[src/hdl/dsm_pkg.sv]
// driver supply fault monitor: shared constants, command codes and types
// assumes one 10 MHz clock; measurements arrive already in linear format
package dsm_pkg;
	// command codes
	localparam logic [7:0] CMD_OV_LIMIT = 8'hf5;
	localparam logic [7:0] CMD_UV_LIMIT = 8'hf6;
	localparam logic [7:0] CMD_OV_RESP = 8'hf8;
	localparam logic [7:0] CMD_UV_RESP = 8'hf9;

	// reset values: limits chosen so that neither trips out of reset
	localparam logic [15:0] RST_OV_LIMIT = 16'h03ff;
	localparam logic [15:0] RST_UV_LIMIT = 16'h0000;
	localparam logic [7:0] RST_RESP = 8'h00;

	// response byte fields
	localparam int RESP_MODE_LSB = 6;
	localparam int RETRY_LSB = 3;
	localparam int DELAY_LSB = 0;
	localparam logic [1:0] MODE_IGNORE = 2'h0;
	localparam logic [1:0] MODE_RETRY = 2'h2;
	localparam logic [2:0] RETRY_NONE = 3'h0;
	localparam logic [2:0] RETRY_FOREVER = 3'h7;

	// linear format fields
	localparam int LIN_EXP_LSB = 11;
	localparam int LIN_FRAC_BITS = 16;

	// warning scale in percent
	localparam int WARN_OV_PCT = 95;
	localparam int WARN_UV_PCT = 110;
	localparam int PCT_FULL = 100;

	// timing
	localparam int CLK_MHZ = 10;
	localparam int T_TICK_US = 1000;
	localparam int TICK_CYC = T_TICK_US * CLK_MHZ;
	localparam logic [8:0] T_RETRY_STEP_MS = 9'h023;

	localparam int CH_OV = 0;
	localparam int CH_UV = 1;

	typedef struct packed {
		logic [1:0] mode;
		logic [2:0] retry;
		logic [2:0] delay;
	} dsm_resp_t;

	typedef struct packed {
		logic [7:0] code;
		logic wr;
		logic rd;
		logic [15:0] wdata;
	} dsm_cmd_t;

	typedef enum logic [2:0] {
		ST_RUN = 3'b001,
		ST_WAIT = 3'b010,
		ST_LATCH = 3'b100
	} dsm_state_t;
endpackage

[src/hdl/dsm_fault_monitor.sv]
// driver supply fault monitor: limits, derived warnings, fault response and retry
// assumes a command layer that decodes PMBus into one-cycle read/write strobes,
// and a measurement front end on the same clock delivering linear-format samples
`timescale 1ns/100ps
module dsm_fault_monitor #(
	parameter int TICK_CYCLES = dsm_pkg::TICK_CYC
) (
	// clock and reset
	input wire logic mclk,
	input wire logic rst,
	// command port
	input wire dsm_pkg::dsm_cmd_t cmd,
	output logic [15:0] cmd_rdata,
	output logic cmd_ack,
	// measurement
	input wire logic [15:0] meas_volt,
	input wire logic meas_valid,
	// power control
	input wire logic run_cmd,
	input wire logic bias_ok,
	input wire logic other_fault_off,
	input wire logic clear_faults,
	output logic out_en,
	// status
	output logic [1:0] fault_status,
	output logic [1:0] warn_status,
	// alert pin, open drain
	output logic smbalert_o,
	output logic smbalert_oe
);
	// linear word to signed fixed point with 16 fraction bits
	function automatic logic signed [47:0] lin_to_fix(input logic [15:0] lin);
		logic signed [47:0] m;
		logic [4:0] sh;
		m = {{37{lin[10]}}, lin[10:0]};
		// exponent plus 16, as unsigned: flip the sign bit
		sh = lin[15:dsm_pkg::LIN_EXP_LSB] ^ 5'h10;
		return m <<< sh;
	endfunction

	function automatic logic signed [47:0] scale_pct(input logic signed [47:0] v, input int pct);
		logic signed [63:0] p;
		p = 64'(v) * 64'(pct);
		p = p / 64'(dsm_pkg::PCT_FULL);
		return p[47:0];
	endfunction

	// configuration registers
	logic [15:0] ov_limit_r, ov_limit_nxt;
	logic [15:0] uv_limit_r, uv_limit_nxt;
	logic [7:0] ov_resp_r, ov_resp_nxt;
	logic [7:0] uv_resp_r, uv_resp_nxt;
	logic [15:0] rdata_r, rdata_nxt;
	logic ack_r, ack_nxt;

	always_comb begin
		ov_limit_nxt = ov_limit_r;
		uv_limit_nxt = uv_limit_r;
		ov_resp_nxt = ov_resp_r;
		uv_resp_nxt = uv_resp_r;
		rdata_nxt = rdata_r;
		ack_nxt = cmd.wr | cmd.rd;
		if (cmd.wr) begin
			case (cmd.code)
				dsm_pkg::CMD_OV_LIMIT: ov_limit_nxt = cmd.wdata;
				dsm_pkg::CMD_UV_LIMIT: uv_limit_nxt = cmd.wdata;
				dsm_pkg::CMD_OV_RESP: ov_resp_nxt = cmd.wdata[7:0];
				dsm_pkg::CMD_UV_RESP: uv_resp_nxt = cmd.wdata[7:0];
				default: ;
			endcase
		end
		if (cmd.rd) begin
			case (cmd.code)
				dsm_pkg::CMD_OV_LIMIT: rdata_nxt = ov_limit_r;
				dsm_pkg::CMD_UV_LIMIT: rdata_nxt = uv_limit_r;
				dsm_pkg::CMD_OV_RESP: rdata_nxt = {8'h00, ov_resp_r};
				dsm_pkg::CMD_UV_RESP: rdata_nxt = {8'h00, uv_resp_r};
				default: rdata_nxt = 16'h0000;
			endcase
		end
	end

	always_ff @(posedge mclk or posedge rst) begin
		if (rst) begin
			ov_limit_r <= dsm_pkg::RST_OV_LIMIT;
			uv_limit_r <= dsm_pkg::RST_UV_LIMIT;
			ov_resp_r <= dsm_pkg::RST_RESP;
			uv_resp_r <= dsm_pkg::RST_RESP;
			rdata_r <= 16'h0000;
			ack_r <= 1'b0;
		end else begin
			ov_limit_r <= ov_limit_nxt;
			uv_limit_r <= uv_limit_nxt;
			ov_resp_r <= ov_resp_nxt;
			uv_resp_r <= uv_resp_nxt;
			rdata_r <= rdata_nxt;
			ack_r <= ack_nxt;
		end
	end

	assign cmd_rdata = rdata_r;
	assign cmd_ack = ack_r;

	// threshold comparison in fixed point; warnings need no register of their own
	logic signed [47:0] meas_fix, ov_fix, uv_fix, ov_warn_fix, uv_warn_fix;
	logic [1:0] fault_cond, warn_cond;

	always_comb begin
		meas_fix = lin_to_fix(meas_volt);
		ov_fix = lin_to_fix(ov_limit_r);
		uv_fix = lin_to_fix(uv_limit_r);
		ov_warn_fix = scale_pct(ov_fix, dsm_pkg::WARN_OV_PCT);
		uv_warn_fix = scale_pct(uv_fix, dsm_pkg::WARN_UV_PCT);
		fault_cond[dsm_pkg::CH_OV] = meas_valid & (meas_fix > ov_fix);
		fault_cond[dsm_pkg::CH_UV] = meas_valid & (meas_fix < uv_fix);
		warn_cond[dsm_pkg::CH_OV] = meas_valid & (meas_fix > ov_warn_fix);
		warn_cond[dsm_pkg::CH_UV] = meas_valid & (meas_fix < uv_warn_fix);
	end

	// sticky status; a new event in the clearing cycle wins
	logic [1:0] fault_st_r, fault_st_nxt;
	logic [1:0] warn_st_r, warn_st_nxt;

	always_comb begin
		fault_st_nxt = (clear_faults ? 2'h0 : fault_st_r) | fault_cond;
		warn_st_nxt = (clear_faults ? 2'h0 : warn_st_r) | warn_cond;
	end

	always_ff @(posedge mclk or posedge rst) begin
		if (rst) begin
			fault_st_r <= 2'h0;
			warn_st_r <= 2'h0;
		end else begin
			fault_st_r <= fault_st_nxt;
			warn_st_r <= warn_st_nxt;
		end
	end

	assign fault_status = fault_st_r;
	assign warn_status = warn_st_r;
	// alert held low while any fault is unacknowledged
	assign smbalert_o = 1'b0;
	assign smbalert_oe = |fault_st_r;

	// millisecond enable
	logic [15:0] tick_cnt_r, tick_cnt_nxt;
	logic ms_tick;

	always_comb begin
		ms_tick = (tick_cnt_r == 16'(TICK_CYCLES - 1));
		tick_cnt_nxt = ms_tick ? 16'h0000 : tick_cnt_r + 16'h0001;
	end

	always_ff @(posedge mclk or posedge rst) begin
		if (rst) begin
			tick_cnt_r <= 16'h0000;
		end else begin
			tick_cnt_r <= tick_cnt_nxt;
		end
	end

	// one response engine per fault type
	logic [1:0] hold, latched;
	logic running;
	assign running = run_cmd & bias_ok;

	genvar i;
	generate
		for (i = 0; i < 2; i++) begin : g_ch
			dsm_pkg::dsm_resp_t resp;
			dsm_pkg::dsm_state_t st_r, st_nxt;
			logic [2:0] tries_r, tries_nxt;
			logic [8:0] ms_r, ms_nxt;
			logic [8:0] target;
			logic retry_spent;
			logic abort_other;

			assign resp = (i == dsm_pkg::CH_OV) ? ov_resp_r : uv_resp_r;

			always_comb begin
				target = 9'({6'h00, resp.delay} + 9'h001) * dsm_pkg::T_RETRY_STEP_MS;
				retry_spent = (resp.retry == dsm_pkg::RETRY_NONE) |
					((resp.retry != dsm_pkg::RETRY_FOREVER) & (tries_r >= resp.retry));
				abort_other = other_fault_off | latched[1 - i];
				st_nxt = st_r;
				tries_nxt = tries_r;
				ms_nxt = ms_r;
				case (st_r)
					dsm_pkg::ST_RUN: begin
						if (!running) begin
							tries_nxt = 3'h0;
						end else if (fault_cond[i] && resp.mode == dsm_pkg::MODE_RETRY) begin
							ms_nxt = 9'h000;
							st_nxt = retry_spent ? dsm_pkg::ST_LATCH : dsm_pkg::ST_WAIT;
						end
					end
					dsm_pkg::ST_WAIT: begin
						if (!running) begin
							st_nxt = dsm_pkg::ST_RUN;
							tries_nxt = 3'h0;
						end else if (abort_other) begin
							st_nxt = dsm_pkg::ST_LATCH;
						end else if (ms_r >= target) begin
							st_nxt = dsm_pkg::ST_RUN;
							tries_nxt = (tries_r == 3'h7) ? tries_r : tries_r + 3'h1;
						end else if (ms_tick) begin
							ms_nxt = ms_r + 9'h001;
						end
					end
					dsm_pkg::ST_LATCH: begin
						// a trip in the clearing cycle wins and keeps the output latched off
						if (clear_faults && !(fault_cond[i] && resp.mode == dsm_pkg::MODE_RETRY)) begin
							st_nxt = dsm_pkg::ST_RUN;
							tries_nxt = 3'h0;
						end
					end
					default: begin
						st_nxt = dsm_pkg::ST_LATCH;
					end
				endcase
			end

			always_ff @(posedge mclk or posedge rst) begin
				if (rst) begin
					st_r <= dsm_pkg::ST_RUN;
					tries_r <= 3'h0;
					ms_r <= 9'h000;
				end else begin
					st_r <= st_nxt;
					tries_r <= tries_nxt;
					ms_r <= ms_nxt;
				end
			end

			assign hold[i] = (st_r != dsm_pkg::ST_RUN);
			assign latched[i] = (st_r == dsm_pkg::ST_LATCH);
		end
	endgenerate

	// output enable: combinational term lets the fault cut it in the same edge
	logic out_en_r, out_en_nxt;
	logic [1:0] trip_now;

	always_comb begin
		trip_now[dsm_pkg::CH_OV] = fault_cond[dsm_pkg::CH_OV] &
			(ov_resp_r[7:dsm_pkg::RESP_MODE_LSB] == dsm_pkg::MODE_RETRY);
		trip_now[dsm_pkg::CH_UV] = fault_cond[dsm_pkg::CH_UV] &
			(uv_resp_r[7:dsm_pkg::RESP_MODE_LSB] == dsm_pkg::MODE_RETRY);
		out_en_nxt = running & ~other_fault_off & ~|hold & ~|trip_now;
	end

	always_ff @(posedge mclk or posedge rst) begin
		if (rst) begin
			out_en_r <= 1'b0;
		end else begin
			out_en_r <= out_en_nxt;
		end
	end

	assign out_en = out_en_r;
endmodule

[config.mk]
export PLATFORM = sky130hd
export DESIGN_NAME = dsm_fault_monitor
export DESIGN_NICKNAME = d
export VERILOG_FILES = /design/src/hdl/dsm_pkg.sv /design/src/hdl/dsm_fault_monitor.sv
export SDC_FILE = /design/constraint.sdc
export NUM_CORES = 2
export LEC_CHECK = 0
export ABC_AREA = 1
export BUFFER_PORTS_ARGS = -buffer_cell sky130_fd_sc_hd__buf_2
export CORE_MARGIN = 2
export CORE_UTILIZATION = 55
export CTS_BUF_LIST = sky130_fd_sc_hd__clkbuf_8 sky130_fd_sc_hd__clkbuf_16
export CTS_CLUSTER_DIAMETER = 60
export DETAILED_ROUTE_END_ITERATION = 8
export PLACE_DENSITY = 0.76
export SLEW_MARGIN = 25
export SYNTH_ARGS = -nofsm -noshare
export SYNTH_HDL_FRONTEND = slang
export SYNTH_SLANG_ARGS = --single-unit
[constraint.sdc]
create_clock -name mclk -period 30.2 [get_ports mclk]
set_input_delay 1.51 -clock mclk [delete_from_list [all_inputs] [get_ports mclk]]
set_output_delay 1.51 -clock mclk [all_outputs]
set_load 0.05 [all_outputs]
Word level (Yosys, flattened, before mapping):

Index checks and enable logic that the tools add are counted.

* bits of input ports: 49
* output and inout port bits: 24
* register bits after elaboration: 116
* logic and storage cells: 180

* divide/modulo/power cells: 2
* mux-type cells: 47
* reduce and logical (&&, ||, !) cells: 27
* order comparisons: 8
* shift operators: 3
* add/sub/neg operators: 7
* bitwise operators: 23
* multiply operators: 4
* equality and inequality tests: 43

Operator list (count)
* <<< shifter 11 x 5 -> 48 bit: 3
* divider 64 x 8 -> 64 bit (second input constant): 2
* 2-to-1 mux 9 bit: 12
* > comparator 48 bit: 2
* < comparator 48 bit: 2
* 2-to-1 mux 3 bit: 25
* one-hot mux 16 bit (4 select lines): 1
* multiplier 48 x 8 -> 56 bit (second input constant): 1
* multiplier 48 x 7 -> 55 bit (second input constant): 1
* one-hot mux 3 bit (3 select lines): 4
* one-hot mux 9 bit (2 select lines): 2
* equality test 8 bit (second input constant): 4
* inequality test 2 bit (second input constant): 14
* inequality test 3 bit (second input constant): 8
* adder 9 x 1 -> 9 bit (second input constant): 2
* >= comparator 9 bit: 2
* multiplier 4 x 6 -> 9 bit (second input constant): 2
* adder 16 x 1 -> 16 bit (second input constant): 1
* equality test 16 x 14 -> 1 bit (second input constant): 1
* 2-to-1 mux 16 bit: 1
* AND reduction 7 bit: 2
* AND 1 bit: 12
* equality test 3 bit (second input constant): 4
* AND reduction 6 bit: 2
* 21 further kinds: 54

Depth between registers and ports, before layout:

* word-level depth: 9
* depth in mapped cells: 317
* mapped depth without buffers: 315

Worst setup path after synthesis:

Ideal clock, no wire load.

* path kind: reg-to-reg
* from: register ov_limit_r[10]
* to: register warn_st_r[0], in the netlist warn_status[0]
* arrival: 28.944 ns
* path slack: 1.134 ns
* setup time: 0.122 ns
* period minus slack after synthesis: 29.066 ns
* cell stages (with the launch flop): 246
* required time: 30.078 ns
* path buffers: 1
* cell sequence: dfrtp_1 inv_2 nor2_2 a21oi_2 nand2_1 o21ai_0 o21ai_0 fa_1 ha_1 fa_1 inv_1 fa_1 inv_1 ha_1 nand2_2 nor2_1 inv_1 nor3_1 [... 210 more ...] inv_1 ha_1 nand2_2 nor2_4 nand2_4 nor4_2 nand3_2 o21ai_1 xor2_1 ha_1 nand2_1 nor4_1 inv_1 or4_1 nor4b_1 a21oi_1 xor2_1 a32o_1

* cells in the longest elaborated chain, start to end: 6

Ends and longest elaborated chain
* start: declaration: RTL line dsm_fault_monitor.sv:49 `logic [15:0] ov_limit_r, ov_limit_nxt;`
* start signal: assignment: RTL line dsm_fault_monitor.sv:85 `ov_limit_r <= dsm_pkg::RST_OV_LIMIT;`
* start signal: assignment: RTL line dsm_fault_monitor.sv:92 `ov_limit_r <= ov_limit_nxt;`
* <<< shifter 11 x 5 -> 48 bit: RTL line dsm_fault_monitor.sv:38 `return m <<< sh;`
* multiplier 48 x 8 -> 56 bit: RTL line dsm_fault_monitor.sv:43 `p = 64'(v) * 64'(pct);`
* divider 64 x 8 -> 64 bit: RTL line dsm_fault_monitor.sv:44 `p = p / 64'(dsm_pkg::PCT_FULL);`
* > comparator 48 bit: RTL line dsm_fault_monitor.sv:116 `warn_cond[dsm_pkg::CH_OV] = meas_valid & (meas_fix > ov_warn_fix);`
* AND 1 bit: RTL line dsm_fault_monitor.sv:116
* bitwise OR 2 bit: RTL line dsm_fault_monitor.sv:126 `warn_st_nxt = (clear_faults ? 2'h0 : warn_st_r) | warn_cond;`
* net warn_st_nxt[0]: RTL line dsm_fault_monitor.sv:122 `logic [1:0] warn_st_r, warn_st_nxt;`
* end signal: assignment: RTL line dsm_fault_monitor.sv:135 `warn_st_r <= warn_st_nxt;`
* end: declaration: RTL line dsm_fault_monitor.sv:122

The timed path passes the listed nets, and every way through them passes these cells.
A chain may end at the register's enable or synchronous reset.

Final worst setup path:

* from: register ov_limit_r[11]
* to: register warn_st_r[0], in the netlist warn_status[0]

Same word-level chain as after synthesis.

==> summary.md <==
| Metric | Value |
|---|---|
| Dpl cell area | 63500 um2 |
| Shortest period the worst path allows | 31.42 ns |
| Die Y | 316 um |
| Final setup viols | 2 |
| DR pass1 iterations | 6 |
| Hold Crit Start | tick_cnt_r[0] |
| Vias per std cell | 5.36 |
| Starting DRT DRC Count | 4697 |
| Skew final | 0.0171 ns |
| Sequential fraction of the synthesis area | 5.45% |
| Crit Reg-Reg Startpoint | ov_limit_r[11] |
| Final count of pins violating max slew | 0 |
| Clk sink count | 116 |
| Reg2Reg Depth | 271 |
| Synth cell types | 103 |
| Critical path fanouts, max | 7 |
| TritonCTS clock tree | done |
| Ports | 73 |
| Seq. cell area | 2920 um2 |
| Syn_nets | 9129 |
| DRC errors left | 0 |
| Least-Margin Pin Slew | 1.19 ns |
| Routed WL | ~170000 um |
| Crit. End Element | flop |
| Initial Util | 55.4% |
| Ys flop type | dfrtp_1 |
| HP Class | flop to flop |
| Initial antenna violation count | 5 |
| All-layer global routing usage | between 30% and 40% |
| Post-Synthesis Cells | 8375 |
| Slew HR | 20.1% |
| Hold path depth | 1 |
| Inserted Clock Buffers | 17 |
| Fmax | 31.8 MHz |
| Failing checks | setup timing |
| Top delay family on crit path | simple AND/OR/NAND/NOR gates |
| Worst-Skew Late Latency | 0.43 ns |
| DP Wirelength | 145000 um |
| Die area | 99800 um2 |
| CTS root buffer | clkbuf_16 |
| Most frequent cells in the layout | nand2_1 (1810), inv_1 (1455), buf_4 (1251) |
| Layout area overhead | 25.8% |
| Most common cell on crit path | nand2_4 |
| Cell area after layout | 67300 um2 |
| Crit-path max cell delay | about 0.57 ns |
| Worst Path Required | 30.57 ns |
| RSZ-0062 raised after global routing | yes |
| Via count | 58600 |
| Clock buffer depth | 2 |
| Buffers & Inverters on Critical Path | 32 |
| Crit. path cell count | ~270 |
| Std cell rows | 114 |
| Critical Path AT | 31.79 ns |
| Synthesized flop and latch total | 116 |
| Worst-path clk slew | approximately 0.070 ns |
| Status | complete, but fails checks |
| Layout fillers | 8073 |
| Layout cells sized above 1 | between 30% and 40% |
| Chip width | 316 um |
| Largest net degree at the start of global routing | 73 |
| Antenna Nets Post-Route | 0 |
| Crit Path Category | flop to flop |
| EDFF count, synth | 0 |
| Async S/R FF share, synth | 100% |
| Final Hold Viols | 0 |
| H-Tree Depth | 4 |
| Core area | 96600 um2 |
| Number of synthesis warnings | 0 |
| GP Congestion | 1.03 |
| GRT overflow | 0 |
| Vias in the first global route | 56100 |
| Avg Cell Area, Syn | between 6 and 7 um2 |
| Final WS setup | -1.22 ns |
| # hold bufs at CTS | 0 |
| Synthesized area | 53500 um2 |
| Leading cell type in the layout, fill and taps excluded | nand2_1 |
| CP max stage cell | or4_4 |
| # nets final | 10400 |
| PortBufs | 71 |
| Worst Setup SP | ov_limit_r[11] |
| Max-cap violation count | 0 |
| First-pass GRT wire length | 274000 um |
| Area of the multi-input gates | 45800 um2 |
| Fin crit share | 104% |
| CP Launch Type | flop |
| Drt wl/cell | between 15 and 20 um |
worst register-to-register path, delay by kind of cell (launching register included):
kind / cells / cell delay [ns]
compound gates: 10 / 1.48
flops: 1 / 0.46
buf+inv: 32 / 3.68
fa+ha+maj: 7 / 2.31
xor+xnor: 7 / 1.30
simple gates: 215 / 22.10
area by class of cell:
cell class                 count  area share [%]
multi-input combinational   6501            68.0
clock inverter                15           0.221
tap                         1276            2.37
sequential                   116            4.33
clock buffer                  17           0.632
inverter                    1675            9.73
timing repair buffer        1330            14.7
antenna                        3          0.0111
metal layers:
| metal | GRT usage, % | part of all wire (%) | vias to the layer above |
|---|---|---|---|
| li1 | - | - | 29100 |
| met1 | 43.2 | 42 | 27100 |
| met2 | 56.2 | 46 | 1938 |
| met3 | 4.15 | 7.2 | 412 |
| met4 | 12.9 | 4.4 | 4 |
| met5 | 0 | 0.015 | - |
stage by stage:
stage	setup WS [ns]	util, %	hold slack, ns	std cells	TNS (ns)
floorplan	1.13	-	0.433	8375	0
global placement	-1.62	65.8	0.445	10800	-1.62
detailed placement	-2.29	65.8	0.453	10800	-3.48
CTS	-0.750	68.2	0.461	10900	-1.02
global route	-3.55	69.7	0.492	10900	-6.88
finish	-1.22	69.7	0.461	10900	-1.83
final timing paths:
path                             endpoint  slack (ns)
min in group asynchronous   tick_cnt_r[8]        1.14
setup reg to reg           warn_status[0]       -1.22
hold reg to reg             tick_cnt_r[0]        0.46
hold / removal              tick_cnt_r[0]        0.46
setup / recovery           warn_status[0]       -1.22
max in group asynchronous  ov_limit_r[11]       27.95
sequential cells by signal, indices dropped and copies added, names as in the netlist:
signal / count
g_ch.ms_r: 18
cmd_rdata: 16
g_ch.resp: 16
ov_limit_r: 16
tick_cnt_r: 16
uv_limit_r: 16
g_ch.st_r: 6
g_ch.tries_r: 6
fault_status: 2
warn_status: 2
cmd_ack: 1
out_en: 1
cell usage after synthesis, drive strengths merged (6+ instances only):
library cell | n | area (um2)
o21a | 17 | 128
o211ai | 18 | 155
o2111ai | 8 | 70.1
o22ai | 22 | 144
a221oi | 7 | 61.3
a21o | 21 | 164
or2 | 11 | 68.8
a31oi | 19 | 125
xnor2 | 61 | 564
a21boi | 9 | 78.8
nor3 | 81 | 442
nor2 | 731 | 3490
xor2 | 221 | 2000
a21oi | 263 | 1410
clkinv | 27 | 125
and2 | 7 | 48.8
ha | 447 | 5590
nor4 | 34 | 231
a211oi | 9 | 67.6
o21bai | 15 | 124
o221ai | 7 | 61.3
inv | 1634 | 6180
o21ai | 501 | 2660
buf | 19 | 169
fa | 258 | 5160
mux2i | 21 | 210
dfstp | 12 | 315
and3 | 6 | 43.8
dfrtp | 104 | 2600
nand4 | 237 | 1780
nand3b | 28 | 225
bufinv | 12 | 210
nand3 | 677 | 4010
clkbuf | 64 | 510
nand2 | 2714 | 13800
o31ai | 14 | 120
timing repair:
| action | CTS | global route |
|---|---|---|
| pin swaps | 148 | 142 |
| setup endpoints to repair | 2 | 2 |
| cloned | 0 | 0 |
| gates resized for setup | 327 | 270 |
| setup buffers | 57 | 41 |
logic make-up after synthesis:
| family | Yosys count | synth area share (%) |
|---|---|---|
| muxes | 21 | 0.393 |
| other | 1 | 0.00701 |
| AOI/OAI and AO/OA | 956 | 10.5 |
| buffers and inverters | 1758 | 13.5 |
| adders and majority gates | 705 | 20.1 |
| xor gates and xnor gates | 282 | 4.78 |
| and+or+nand+nor | 4536 | 45.3 |
| DFF | 116 | 5.45 |
Power is left out: the tool's default activity adds up to more than one toggle a clock period on the data nets, which glitch-free logic cannot reach.
